## config.mk

```make
export PLATFORM = sky130hd
export DESIGN_NAME = srcp_top
export DESIGN_NICKNAME = d
export VERILOG_FILES = /design/src/common/srcp_pkg.sv /design/src/logic/srcp_mem.sv /design/src/logic/srcp_top.sv
export VERILOG_INCLUDE_DIRS = /design/src /design/src/common
export SDC_FILE = /design/constraint.sdc
export NUM_CORES = 1
export LEC_CHECK = 0
export ABC_AREA = 1
export BUFFER_PORTS_ARGS = -buffer_cell sky130_fd_sc_hd__buf_2
export CORE_AREA = 8 8 151 153
export DETAILED_ROUTE_END_ITERATION = 12
export DIE_AREA = 0 0 159 161
export GPL_ROUTABILITY_DRIVEN = 0
export PLACE_DENSITY = 0.75
export SLEW_MARGIN = 20
export SYNTH_ARGS = -nofsm -noshare
export SYNTH_HDL_FRONTEND = slang
export SYNTH_SLANG_ARGS = --single-unit
```

## constraint.sdc

```tcl
create_clock -name sys_clk -period 1.8 [get_ports sys_clk]
set_input_delay 0.36 -clock sys_clk [delete_from_list [all_inputs] [get_ports sys_clk]]
set_output_delay 0.36 -clock sys_clk [all_outputs]
set_load 0.005 [all_outputs]
```

## src/common/srcp_map.svh

```systemverilog
`ifndef SRCP_MAP_SVH
`define SRCP_MAP_SVH

// ----------------------------------------------------------------------------
// clock and serial rates
// ----------------------------------------------------------------------------
`define SRCP_CLK_HZ     200000000
`define SRCP_BAUD_SLOW  56700
`define SRCP_BAUD_FAST  115200
`define SRCP_BIT_SLOW   (`SRCP_CLK_HZ / `SRCP_BAUD_SLOW)
`define SRCP_BIT_FAST   (`SRCP_CLK_HZ / `SRCP_BAUD_FAST)

// ----------------------------------------------------------------------------
// character and command framing
// ----------------------------------------------------------------------------
`define SRCP_DATA_BITS  4'h8
`define SRCP_STOP_POS   4'h9
`define SRCP_ACK_BYTE   8'h02
`define SRCP_REPLY_CNT  4'h8
`define SRCP_WIN_FIRST  8'h00
`define SRCP_WIN_LAST   8'hff

`endif

```

## src/common/srcp_pkg.sv

```systemverilog
package srcp_pkg;

  typedef enum logic [2:0] {
    SRCP_ADDR,
    SRCP_LEN,
    SRCP_DATA,
    SRCP_EXEC,
    SRCP_SEND
  } srcp_state_t;

endpackage : srcp_pkg

```

## src/logic/srcp_mem.sv

```systemverilog
`timescale 1ns/1ps
`default_nettype none

module srcp_mem
(
  // clock
  input  wire logic       sys_clk,
  input  wire logic       ce,
  // write side
  input  wire logic       wr_en,
  input  wire logic [2:0] wr_idx,
  input  wire logic [7:0] wr_byte,
  // read side
  input  wire logic [2:0] rd_idx,
  output var  logic [7:0] rd_byte_q
);

  logic [7:0] mem_q [8];

  always_ff @(posedge sys_clk)
  begin
    if (ce)
    begin
      if (wr_en)
      begin
        mem_q[wr_idx] <= wr_byte;
      end
      rd_byte_q <= mem_q[rd_idx];
    end
  end

endmodule : srcp_mem

`default_nettype wire

```

## src/logic/srcp_top.sv

```systemverilog
// Contract
// - at reset release, strap high selects 56700 baud, low selects 115200.
// - characters are 8 data bits, no parity, one stop bit, both ways.
// - only transmit and receive lines; no handshake paces the transfer.
// - after the address byte, collect all data bytes before executing.
// - after a configuration command, send one acknowledge byte with bit 1 set.
// - each query returns exactly eight reply bytes, most significant first.
// - bridge interface is a window at offsets 0x00 to 0xFF.
`timescale 1ns/1ps
`default_nettype none
`include "srcp_map.svh"

module srcp_top
  import srcp_pkg::*;
(
  // clock and reset
  input  wire logic        sys_clk,
  input  wire logic        arst_n,
  input  wire logic        ce,
  // serial pins
  input  wire logic        rx_pin,
  input  wire logic        rate_sel_pin,
  output var  logic        tx_pin_q,
  // command to register logic
  output var  logic [7:0]  cmd_addr_q,
  input  wire logic [2:0]  cmd_len,
  input  wire logic        cmd_query,
  output var  logic        exec_q,
  input  wire logic [2:0]  cmd_rd_idx,
  output var  logic [7:0]  cmd_rd_byte_q,
  input  wire logic        exec_done,
  input  wire logic [63:0] reply_data,
  // status
  output var  logic        busy_q,
  output var  logic        fast_rate_q,
  output var  logic        frame_err_q,
  output var  logic        rx_drop_q
);

  function automatic logic [11:0] bit_len(input logic fast);
    bit_len = fast ? 12'(`SRCP_BIT_FAST - 1) : 12'(`SRCP_BIT_SLOW - 1);
  endfunction : bit_len

  // --------------------------------------------------------------------------
  // pin synchronisers and rate strap
  // --------------------------------------------------------------------------
  logic       rx_s1_q, rx_s2_q, rx_prev_q, rs_s1_q, rs_s2_q, strap_done_q;
  logic [1:0] strap_cnt_q;

  always_ff @(posedge sys_clk or negedge arst_n)
  begin
    if (!arst_n)
    begin
      rx_s1_q      <= 1'b1;
      rx_s2_q      <= 1'b1;
      rx_prev_q    <= 1'b1;
      rs_s1_q      <= 1'b1;
      rs_s2_q      <= 1'b1;
      strap_done_q <= 1'b0;
      strap_cnt_q  <= 2'h0;
      fast_rate_q  <= 1'b0;
    end
    else if (ce)
    begin
      rx_s1_q   <= rx_pin;
      rx_s2_q   <= rx_s1_q;
      rx_prev_q <= rx_s2_q;
      rs_s1_q   <= rate_sel_pin;
      rs_s2_q   <= rs_s1_q;
      // strap is caught once, after both stages hold the pin, not their reset value
      if (!strap_done_q)
      begin
        if (strap_cnt_q == 2'h2)
        begin
          strap_done_q <= 1'b1;
          fast_rate_q  <= !rs_s2_q;
        end
        else
        begin
          strap_cnt_q <= strap_cnt_q + 2'h1;
        end
      end
    end
  end

  // --------------------------------------------------------------------------
  // receiver: 8N1, sampled mid bit
  // --------------------------------------------------------------------------
  logic        rx_busy_q, rx_busy_d, rx_vld_q, rx_vld_d, frame_err_d;
  logic [11:0] rx_cnt_q, rx_cnt_d;
  logic [3:0]  rx_bit_q, rx_bit_d;
  logic [7:0]  rx_sh_q, rx_sh_d;

  always_comb
  begin
    rx_busy_d   = rx_busy_q;
    rx_cnt_d    = rx_cnt_q;
    rx_bit_d    = rx_bit_q;
    rx_sh_d     = rx_sh_q;
    rx_vld_d    = 1'b0;
    frame_err_d = 1'b0;
    if (!rx_busy_q)
    begin
      if (strap_done_q && rx_prev_q && !rx_s2_q)
      begin
        rx_busy_d = 1'b1;
        rx_cnt_d  = bit_len(fast_rate_q) >> 1;
        rx_bit_d  = 4'h0;
      end
    end
    else if (rx_cnt_q != 12'h000)
    begin
      rx_cnt_d = rx_cnt_q - 12'h001;
    end
    else
    begin
      rx_cnt_d = bit_len(fast_rate_q);
      rx_bit_d = rx_bit_q + 4'h1;
      if (rx_bit_q == 4'h0)
      begin
        // glitch on the start bit: back to idle
        rx_busy_d = !rx_s2_q;
      end
      else if (rx_bit_q <= `SRCP_DATA_BITS)
      begin
        rx_sh_d = {rx_s2_q, rx_sh_q[7:1]};
      end
      else
      begin
        rx_busy_d   = 1'b0;
        rx_vld_d    = rx_s2_q;
        frame_err_d = !rx_s2_q;
      end
    end
  end

  always_ff @(posedge sys_clk or negedge arst_n)
  begin
    if (!arst_n)
    begin
      rx_busy_q   <= 1'b0;
      rx_cnt_q    <= 12'h000;
      rx_bit_q    <= 4'h0;
      rx_sh_q     <= 8'h00;
      rx_vld_q    <= 1'b0;
      frame_err_q <= 1'b0;
    end
    else if (ce)
    begin
      rx_busy_q   <= rx_busy_d;
      rx_cnt_q    <= rx_cnt_d;
      rx_bit_q    <= rx_bit_d;
      rx_sh_q     <= rx_sh_d;
      rx_vld_q    <= rx_vld_d;
      frame_err_q <= frame_err_d;
    end
  end

  // --------------------------------------------------------------------------
  // transmitter: start, 8 data lsb first, stop
  // --------------------------------------------------------------------------
  logic        tx_go_q, tx_go_d, tx_busy_q, tx_busy_d, tx_pin_d;
  logic [7:0]  tx_byte_q, tx_byte_d;
  logic [11:0] tx_cnt_q, tx_cnt_d;
  logic [3:0]  tx_bit_q, tx_bit_d;
  logic [9:0]  tx_sh_q, tx_sh_d;

  always_comb
  begin
    tx_busy_d = tx_busy_q;
    tx_cnt_d  = tx_cnt_q;
    tx_bit_d  = tx_bit_q;
    tx_sh_d   = tx_sh_q;
    tx_pin_d  = tx_pin_q;
    if (!tx_busy_q)
    begin
      if (tx_go_q)
      begin
        tx_busy_d = 1'b1;
        tx_sh_d   = {1'b1, tx_byte_q, 1'b0};
        tx_bit_d  = 4'h0;
        tx_cnt_d  = bit_len(fast_rate_q);
        tx_pin_d  = 1'b0;
      end
    end
    else if (tx_cnt_q != 12'h000)
    begin
      tx_cnt_d = tx_cnt_q - 12'h001;
    end
    else if (tx_bit_q == `SRCP_STOP_POS)
    begin
      tx_busy_d = 1'b0;
    end
    else
    begin
      tx_bit_d = tx_bit_q + 4'h1;
      tx_sh_d  = {1'b1, tx_sh_q[9:1]};
      tx_pin_d = tx_sh_q[1];
      tx_cnt_d = bit_len(fast_rate_q);
    end
  end

  always_ff @(posedge sys_clk or negedge arst_n)
  begin
    if (!arst_n)
    begin
      tx_busy_q <= 1'b0;
      tx_cnt_q  <= 12'h000;
      tx_bit_q  <= 4'h0;
      tx_sh_q   <= 10'h3ff;
      tx_pin_q  <= 1'b1;
    end
    else if (ce)
    begin
      tx_busy_q <= tx_busy_d;
      tx_cnt_q  <= tx_cnt_d;
      tx_bit_q  <= tx_bit_d;
      tx_sh_q   <= tx_sh_d;
      tx_pin_q  <= tx_pin_d;
    end
  end

  // --------------------------------------------------------------------------
  // command sequencer
  // --------------------------------------------------------------------------
  srcp_state_t st_q, st_d;
  logic [2:0]  need_q, need_d, cnt_q, cnt_d;
  logic [3:0]  left_q, left_d;
  logic [63:0] rsp_q, rsp_d;
  logic [7:0]  cmd_addr_d;
  logic        query_q, query_d, exec_d, rx_drop_d;

  srcp_mem u_mem
  (
    .sys_clk   (sys_clk),
    .ce        (ce),
    .wr_en     (st_q == SRCP_DATA && rx_vld_q),
    .wr_idx    (cnt_q),
    .wr_byte   (rx_sh_q),
    .rd_idx    (cmd_rd_idx),
    .rd_byte_q (cmd_rd_byte_q)
  );

  always_comb
  begin
    st_d       = st_q;
    need_d     = need_q;
    cnt_d      = cnt_q;
    left_d     = left_q;
    rsp_d      = rsp_q;
    cmd_addr_d = cmd_addr_q;
    query_d    = query_q;
    exec_d     = 1'b0;
    tx_go_d    = 1'b0;
    tx_byte_d  = tx_byte_q;
    // no handshake: bytes outside collection are lost, not held off
    rx_drop_d  = rx_vld_q && st_q != SRCP_ADDR && st_q != SRCP_DATA;
    case (st_q)
      SRCP_ADDR:
        if (rx_vld_q)
        begin
          cmd_addr_d = rx_sh_q;
          st_d       = SRCP_LEN;
        end
      SRCP_LEN:
      begin
        need_d  = cmd_len;
        query_d = cmd_query;
        cnt_d   = 3'h0;
        if (cmd_len == 3'h0)
        begin
          exec_d = 1'b1;
          st_d   = SRCP_EXEC;
        end
        else
        begin
          st_d = SRCP_DATA;
        end
      end
      SRCP_DATA:
        if (rx_vld_q)
        begin
          cnt_d = cnt_q + 3'h1;
          if (cnt_q + 3'h1 == need_q)
          begin
            exec_d = 1'b1;
            st_d   = SRCP_EXEC;
          end
        end
      SRCP_EXEC:
        if (exec_done && !exec_q)
        begin
          rsp_d  = query_q ? reply_data : {`SRCP_ACK_BYTE, 56'h0};
          left_d = query_q ? `SRCP_REPLY_CNT : 4'h1;
          st_d   = SRCP_SEND;
        end
      SRCP_SEND:
        if (!tx_busy_q && !tx_go_q)
        begin
          tx_go_d   = 1'b1;
          tx_byte_d = rsp_q[63:56];
          rsp_d     = {rsp_q[55:0], 8'h00};
          left_d    = left_q - 4'h1;
          if (left_q == 4'h1)
          begin
            st_d = SRCP_ADDR;
          end
        end
      default:
        st_d = SRCP_ADDR;
    endcase
  end

  always_ff @(posedge sys_clk or negedge arst_n)
  begin
    if (!arst_n)
    begin
      st_q       <= SRCP_ADDR;
      need_q     <= 3'h0;
      cnt_q      <= 3'h0;
      left_q     <= 4'h0;
      rsp_q      <= 64'h0;
      cmd_addr_q <= 8'h00;
      query_q    <= 1'b0;
      exec_q     <= 1'b0;
      tx_go_q    <= 1'b0;
      tx_byte_q  <= 8'h00;
      rx_drop_q  <= 1'b0;
      busy_q     <= 1'b0;
    end
    else if (ce)
    begin
      st_q       <= st_d;
      need_q     <= need_d;
      cnt_q      <= cnt_d;
      left_q     <= left_d;
      rsp_q      <= rsp_d;
      cmd_addr_q <= cmd_addr_d;
      query_q    <= query_d;
      exec_q     <= exec_d;
      tx_go_q    <= tx_go_d;
      tx_byte_q  <= tx_byte_d;
      rx_drop_q  <= rx_drop_d;
      busy_q     <= st_d != SRCP_ADDR;
    end
  end
endmodule : srcp_top

`default_nettype wire

```

* Word-level counts from Yosys, hierarchy flattened
Memories as Yosys holds them, arrays and structs flattened. A register that Yosys moved wholly into a read port is not among the register bits.
Index checks and enable logic that the tools add are counted.
** Storage, ports and cells
- Memory bits (writable) :: 64
- Input bits :: 77
- Output and inout bits :: 22
- Logic and storage cells :: 164
- Register bits :: 162
- Memories :: 1
** Memories
- u_mem.mem_q :: words 8, width 8, read ports 1, clocked after Yosys merged registers in 1, wr ports 1, line srcp_mem.sv:18 : logic [7:0] mem_q [8];
** Operators by class
- Add/sub/neg operators :: 7
- Magnitude comparators :: 1
- Bitwise gates (word level) :: 4
- Reductions and logical operators :: 35
- Muxes and demuxes :: 69
- Equal/unequal tests :: 16
** Operator list (number)
- 64-bit two-way mux :: 3
- 64-bit case mux with 2 select lines :: 1
- 12-bit two-way mux :: 8
- 10-bit two-way mux :: 4
- 4-bit two-way mux :: 10
- 1-bit two-way mux :: 32
- 12-bit nonzero test :: 2
- 12-bit by 1-bit subtractor with 12-bit output, second input constant :: 2
- 3-bit two-way mux :: 7
- 3-bit AND reduction :: 7
- 3-bit case mux with 5 select lines :: 1
- 2-bit != test, second input constant :: 6
- 4-bit by 1-bit adder with 4-bit output, second input constant :: 2
- 4-bit case mux with 2 select lines :: 1
- 4-bit AND reduction :: 2
- 2-bit nonzero test :: 4
- 1-bit logical AND :: 7
- 3-bit by 2-bit == test with 1-bit output, second input constant :: 2
- 3-bit logical NOT :: 2
- 3-bit case mux with 2 select lines :: 1
- 3-bit nonzero test :: 2
- 1-bit logical NOT :: 5
- 5-bit AND reduction :: 1
- 4-bit by 1-bit == test with 1-bit output, second input constant :: 1
- 15 further kinds :: 19

* Logic depth before layout (Yosys ltp)
- Depth after elaboration :: 6
- Mapped depth :: 12
- Gate-level depth less buffers :: 11

* By module
A second synthesis with hierarchy kept.
** Second synthesis, totals
- Cells, all modules :: 1272
- Area total of the unflattened synthesis :: 11124.4 um^2
** By module, submodules not included
- srcp_top :: cells each 970, instances 1, sequential area each 4021.4 um^2, area an instance 7992.7 um^2
- srcp_mem :: cells each 302, instances 1, sequential area each 2162.1 um^2, area an instance 3131.8 um^2

* Least setup slack after synthesis
Ideal clock, no wire load.
- Path type :: reg2reg
- From :: register st_q[2]
- To :: memory u_mem.mem_q[0][0] (enable)
- Required time :: 1430 ps
- Data arrival time :: 1334 ps
- Period minus slack after synthesis :: 1704 ps
- Cell stages (with the launch flop) :: 5
- Slack :: 96 ps
- Path through :: dfrtp_1 > nor2_1 > nand2_1 > or2_2 > nor2_1
** On the way
- Longest elaborated chain between the ends :: 5
** RTL lines
- from (decl) :: line srcp_top.sv:226 : srcp_state_t st_q, st_d;
- from (signal assigned) :: line srcp_top.sv:333 : st_q <= st_d;
- 3-bit by 2-bit == test with 1-bit output :: line srcp_top.sv:237 : .wr_en (st_q == SRCP_DATA && rx_vld_q),
- 1-bit logical AND :: line srcp_top.sv:237
- 1-bit two-way mux :: line srcp_mem.sv:24 : if (wr_en)
- 1-bit two-way mux :: line srcp_mem.sv:22 : if (ce)
- 1-bit two-way mux (not written as such) :: line srcp_mem.sv:26 : mem_q[wr_idx] <= wr_byte;
- to (decl) :: line srcp_mem.sv:18
No other way between the ends.

* Worst setup path in the final report
- From :: register st_q[2]
- To :: memory u_mem.mem_q[0][1] (enable)
The elaborated chain is that of the path after synthesis.

==> flow_metrics.py <==
metrics = {
    "sta": {
        "fin_ws_ns": 0.112,
        "finalSetupViolations": 0,
        "rsz0062_at_grt": "no",
        "maxSlewHeadroom_pct": 66.3,
        "final.period_utilization_pct": 93.8,
        "timing.hold.ws_ns": 0.0764,
        "final_hold_viol_count": 0,
        "finalWorstPathRequiredPeriod_ns": 1.69,
        "worst_pin_slew_ns": 0.505,
        "fin_skew_ns": 0.0120,
        "slew_violations": 0,
        "fmax_mhz": 592,
        "setup_tns_ns": 0,
    },
    "cts": {
        "cts_inserted_buffers": 24,
        "cts_root_buffer": "clkbuf_16",
        "clk_latency_ns": 0.51,
        "clock_sink_count": 232,
        "cts_tree": "built",
        "htreeDepth": 1,
        "cts_max_path_buffers": 3,
        "clk_pin_slew_ns": 0.07,
    },
    "synthesis": {
        "synth.avg_cell_area_um2": 9.20,
        "ys.flop_type": "dfrtp_1",
        "synthAdderAreaFrac_pct": 1.40,
        "synth_compound_area_share_pct": 11.8,
        "yosysWarnings": 0,
        "synth_cells": 1167,
        "yosysUniqueCellTypes": 41,
        "synth-xor-area-share_pct": 0.979,
        "ys_ff_latch": 232,
        "synth_top_family_by_area": "simple AND/OR/NAND/NOR gates",
        "synthMuxAreaShare_pct": 0.862,
        "syn_area_um2": 10700,
        "async_reset_ff_share_pct": 69.0,
        "ys_seq_area_share_pct": 57.6,
        "syn-num-nets": 1256,
        "synth_edf_count": 72,
        "synth_simple_gate_area_share_pct": 21.3,
    },
    "floorplanning": {
        "die_width_um": 159,
        "fp.dieH_um": 161,
        "dieArea_um2": 25600,
        "fp-row-count": 53,
        "core_area_um2": 20600,
        "start_util_pct": 52.2,
        "ios": 99,
    },
    "finish": {
        "syn_to_final_growth_pct": 16.9,
        "final_cell_mix": "nand2_1, dfrtp_1, nor2_1",
        "design_area_um2": 12600,
        "final_common_cell": "nand2_1",
        "diodes": 0,
        "fin_nets": 1374,
        "drive_gt1_share_pct": 19.3,
    },
    "grt": {
        "grt_start_max_net_pins": 86,
        "met1_usage_pct": 24.3,
        "grt-busiest-layer": "met2",
        "grt_pass1_vias": 8507,
        "antenna_found_initial": 1,
        "use_met2_pct": 32.0,
        "track_usage_pct": 19.0,
        "met3_usage_pct": 3.72,
        "grt_pass1_wl_um": 41100,
        "overflow": 0,
    },
    "setup_path": {
        "ff2ff_path_depth": 5,
        "r2r_start": "st_q[2]",
        "reg2reg_to": "u_mem.mem_q[0][1]",
        "required_ns": 2.01,
        "cp-endpoint": "u_mem.mem_q[0][1]",
        "cp-end-kind": "flop",
        "critPathKind": "flop to flop",
        "rrSetupSlack_ns": 0.11,
        "critPathLaunch": "st_q[2]",
        "path_max_fanout": 8,
        "cp.arrival_ns": 1.90,
        "start_kind": "flop",
    },
    "detailed_routing": {
        "drt_iter0_markers": 510,
        "firstDrtPassIters": 5,
        "vias": 8395,
        "ant_nets": 0,
        "wirelength_um": 24700,
        "drc": 0,
        "wl_per_cell_um": 15.6,
        "drt-vias-per-instance": 5.32,
    },
    "power_and_ir_drop": {
        "power_mw": 15.0,
        "p_leak_nw": 6.08,
        "seqPwrFrac_pct": 46.7,
        "p_sw_mw": 4.46,
        "switching_share_pct": 29.7,
        "ir_drop_mv": 0.984,
        "power_density_nw_per_um2": 1200,
        "comb_power_share_pct": 20.2,
        "clockPowerShare_pct": 33.1,
        "intPower_mw": 10.5,
    },
    "placement": {
        "place_area_um2": 11700,
        "numPortBuffers": 98,
        "preCtsSetupSlack_ns": 0.124,
        "dp_hpwl_um": 16300,
    },
    "run_status": {
        "status": "finished clean",
    },
    "run": {
        "drv_cap": 0,
    },
    "worst_hold_path": {
        "hold_class": "primary input to flop",
        "holdPathStages": 3,
    },
}
Yosys cell counts (2+ instances only):
| library cell | n | area, um^2 |
|---|---|---|
| a21oi_1 | 8 | 40.0 |
| a22o_1 | 39 | 342 |
| a22oi_1 | 2 | 15.0 |
| a31oi_1 | 9 | 56.3 |
| buf_2 | 13 | 65.1 |
| buf_4 | 2 | 15.0 |
| buf_6 | 9 | 101 |
| clkbuf_1 | 23 | 86.3 |
| dfrtp_1 | 146 | 3650 |
| dfstp_2 | 14 | 368 |
| edfxtp_1 | 72 | 2160 |
| ha_1 | 12 | 150 |
| inv_1 | 87 | 327 |
| inv_2 | 8 | 30.0 |
| mux2_2 | 2 | 22.5 |
| mux2i_1 | 7 | 70.1 |
| nand2_1 | 343 | 1290 |
| nand2_2 | 11 | 68.8 |
| nand2_4 | 2 | 22.5 |
| nand3_1 | 54 | 270 |
| nand3b_1 | 4 | 30.0 |
| nand4_1 | 5 | 31.3 |
| nor2_1 | 113 | 424 |
| nor2_2 | 6 | 37.5 |
| nor2_4 | 3 | 33.8 |
| nor3_1 | 6 | 30.0 |
| o21ai_0 | 110 | 551 |
| o21ai_1 | 4 | 20.0 |
| o21ai_2 | 17 | 149 |
| o22ai_1 | 10 | 62.6 |
| or2_2 | 6 | 37.5 |
| xnor2_1 | 2 | 17.5 |
| xor2_1 | 10 | 87.6 |
cell families after synthesis:
family | after synthesis
AND/OR/NAND/NOR | 555
flip-flops | 232
AO/OA/AOI/OAI | 203
buffers and inverters | 144
XOR/XNOR | 12
adder cells (fa/ha/maj) | 12
multiplexers | 9
worst min-delay path by stage:
stage | start | end | slack (ns)
2_1_floorplan | arst_n | busy_q | 0.06
5_1_grt | rate_sel_pin | rs_s1_q | 0.07
4_1_cts | rx_pin | rx_s1_q | 0.06
3_3_place_gp | arst_n | rx_cnt_q[10] | 0.27
3_5_place_dp | arst_n | rx_cnt_q[8] | 0.27
6_report | rate_sel_pin | rs_s1_q | 0.08
repair_timing:
item | CTS | global route
endpoints found under the setup margin | 0 | 20
endpoints found under the hold margin | 24 | 0
setup buffers | 0 | 1
hold buffers | 1 | 0
resized for setup | 0 | 6
metal layers:
metal | wire, um | up-vias
li1 | - | 4072
met1 | 10700 | 4058
met2 | 12000 | 216
met3 | 1240 | 47
met4 | 690 | 2
met5 | 8 | -
stage by stage:
step                instances  utilization, %
floorplan                1167               -
global placement         1531            56.9
detailed placement       1531            56.9
CTS                      1576            60.8
global route             1578            61.1
finish                   1578            61.1
layout make-up:
type,instances,area [um^2]
inverters,95,360
multi-input cells,791,3920
clock inverters,12,115
clock buffers,32,672
well taps,275,344
fillers,1733,8000
repair buffers,141,960
flip-flops and latches,232,6180
sequential cells by signal, indices dropped and copies added, names as in the netlist, 2 cells and up:
name and count:
need_q 3, tx_bit_q 4, cnt_q 3, strap_cnt_q 2, u_mem.mem_q 64, tx_byte_q 8, rx_cnt_q 12, left_q 4
u_mem.rd_byte_q 8, rx_sh_q 8, st_q 3, cmd_addr_q 8, rsp_q 64, rx_bit_q 4, tx_cnt_q 12, tx_sh_q 8
power by group through the flow:
stage / Combinational [mW] / Clock (mW) / Sequential (mW)
6_report: 3.03 / 4.97 / 7.01
5_1_grt: 3.53 / 5.27 / 7.12
4_1_cts: 3.04 / 5.05 / 7.00
3_5_place_dp: 3.01 / 0 / 7.09
3_3_place_gp: 2.91 / 0 / 7.07
2_1_floorplan: 2.20 / 0 / 6.92
critical path: stages (launching register included):
cell,delay (ns)
dfrtp_1,0.47
nor2_1,0.17
nand2_1,0.11
or2_2,0.34
nor2_1,0.10
buf_4,0.19
No activity file was read; power rests on OpenSTA's default activity.
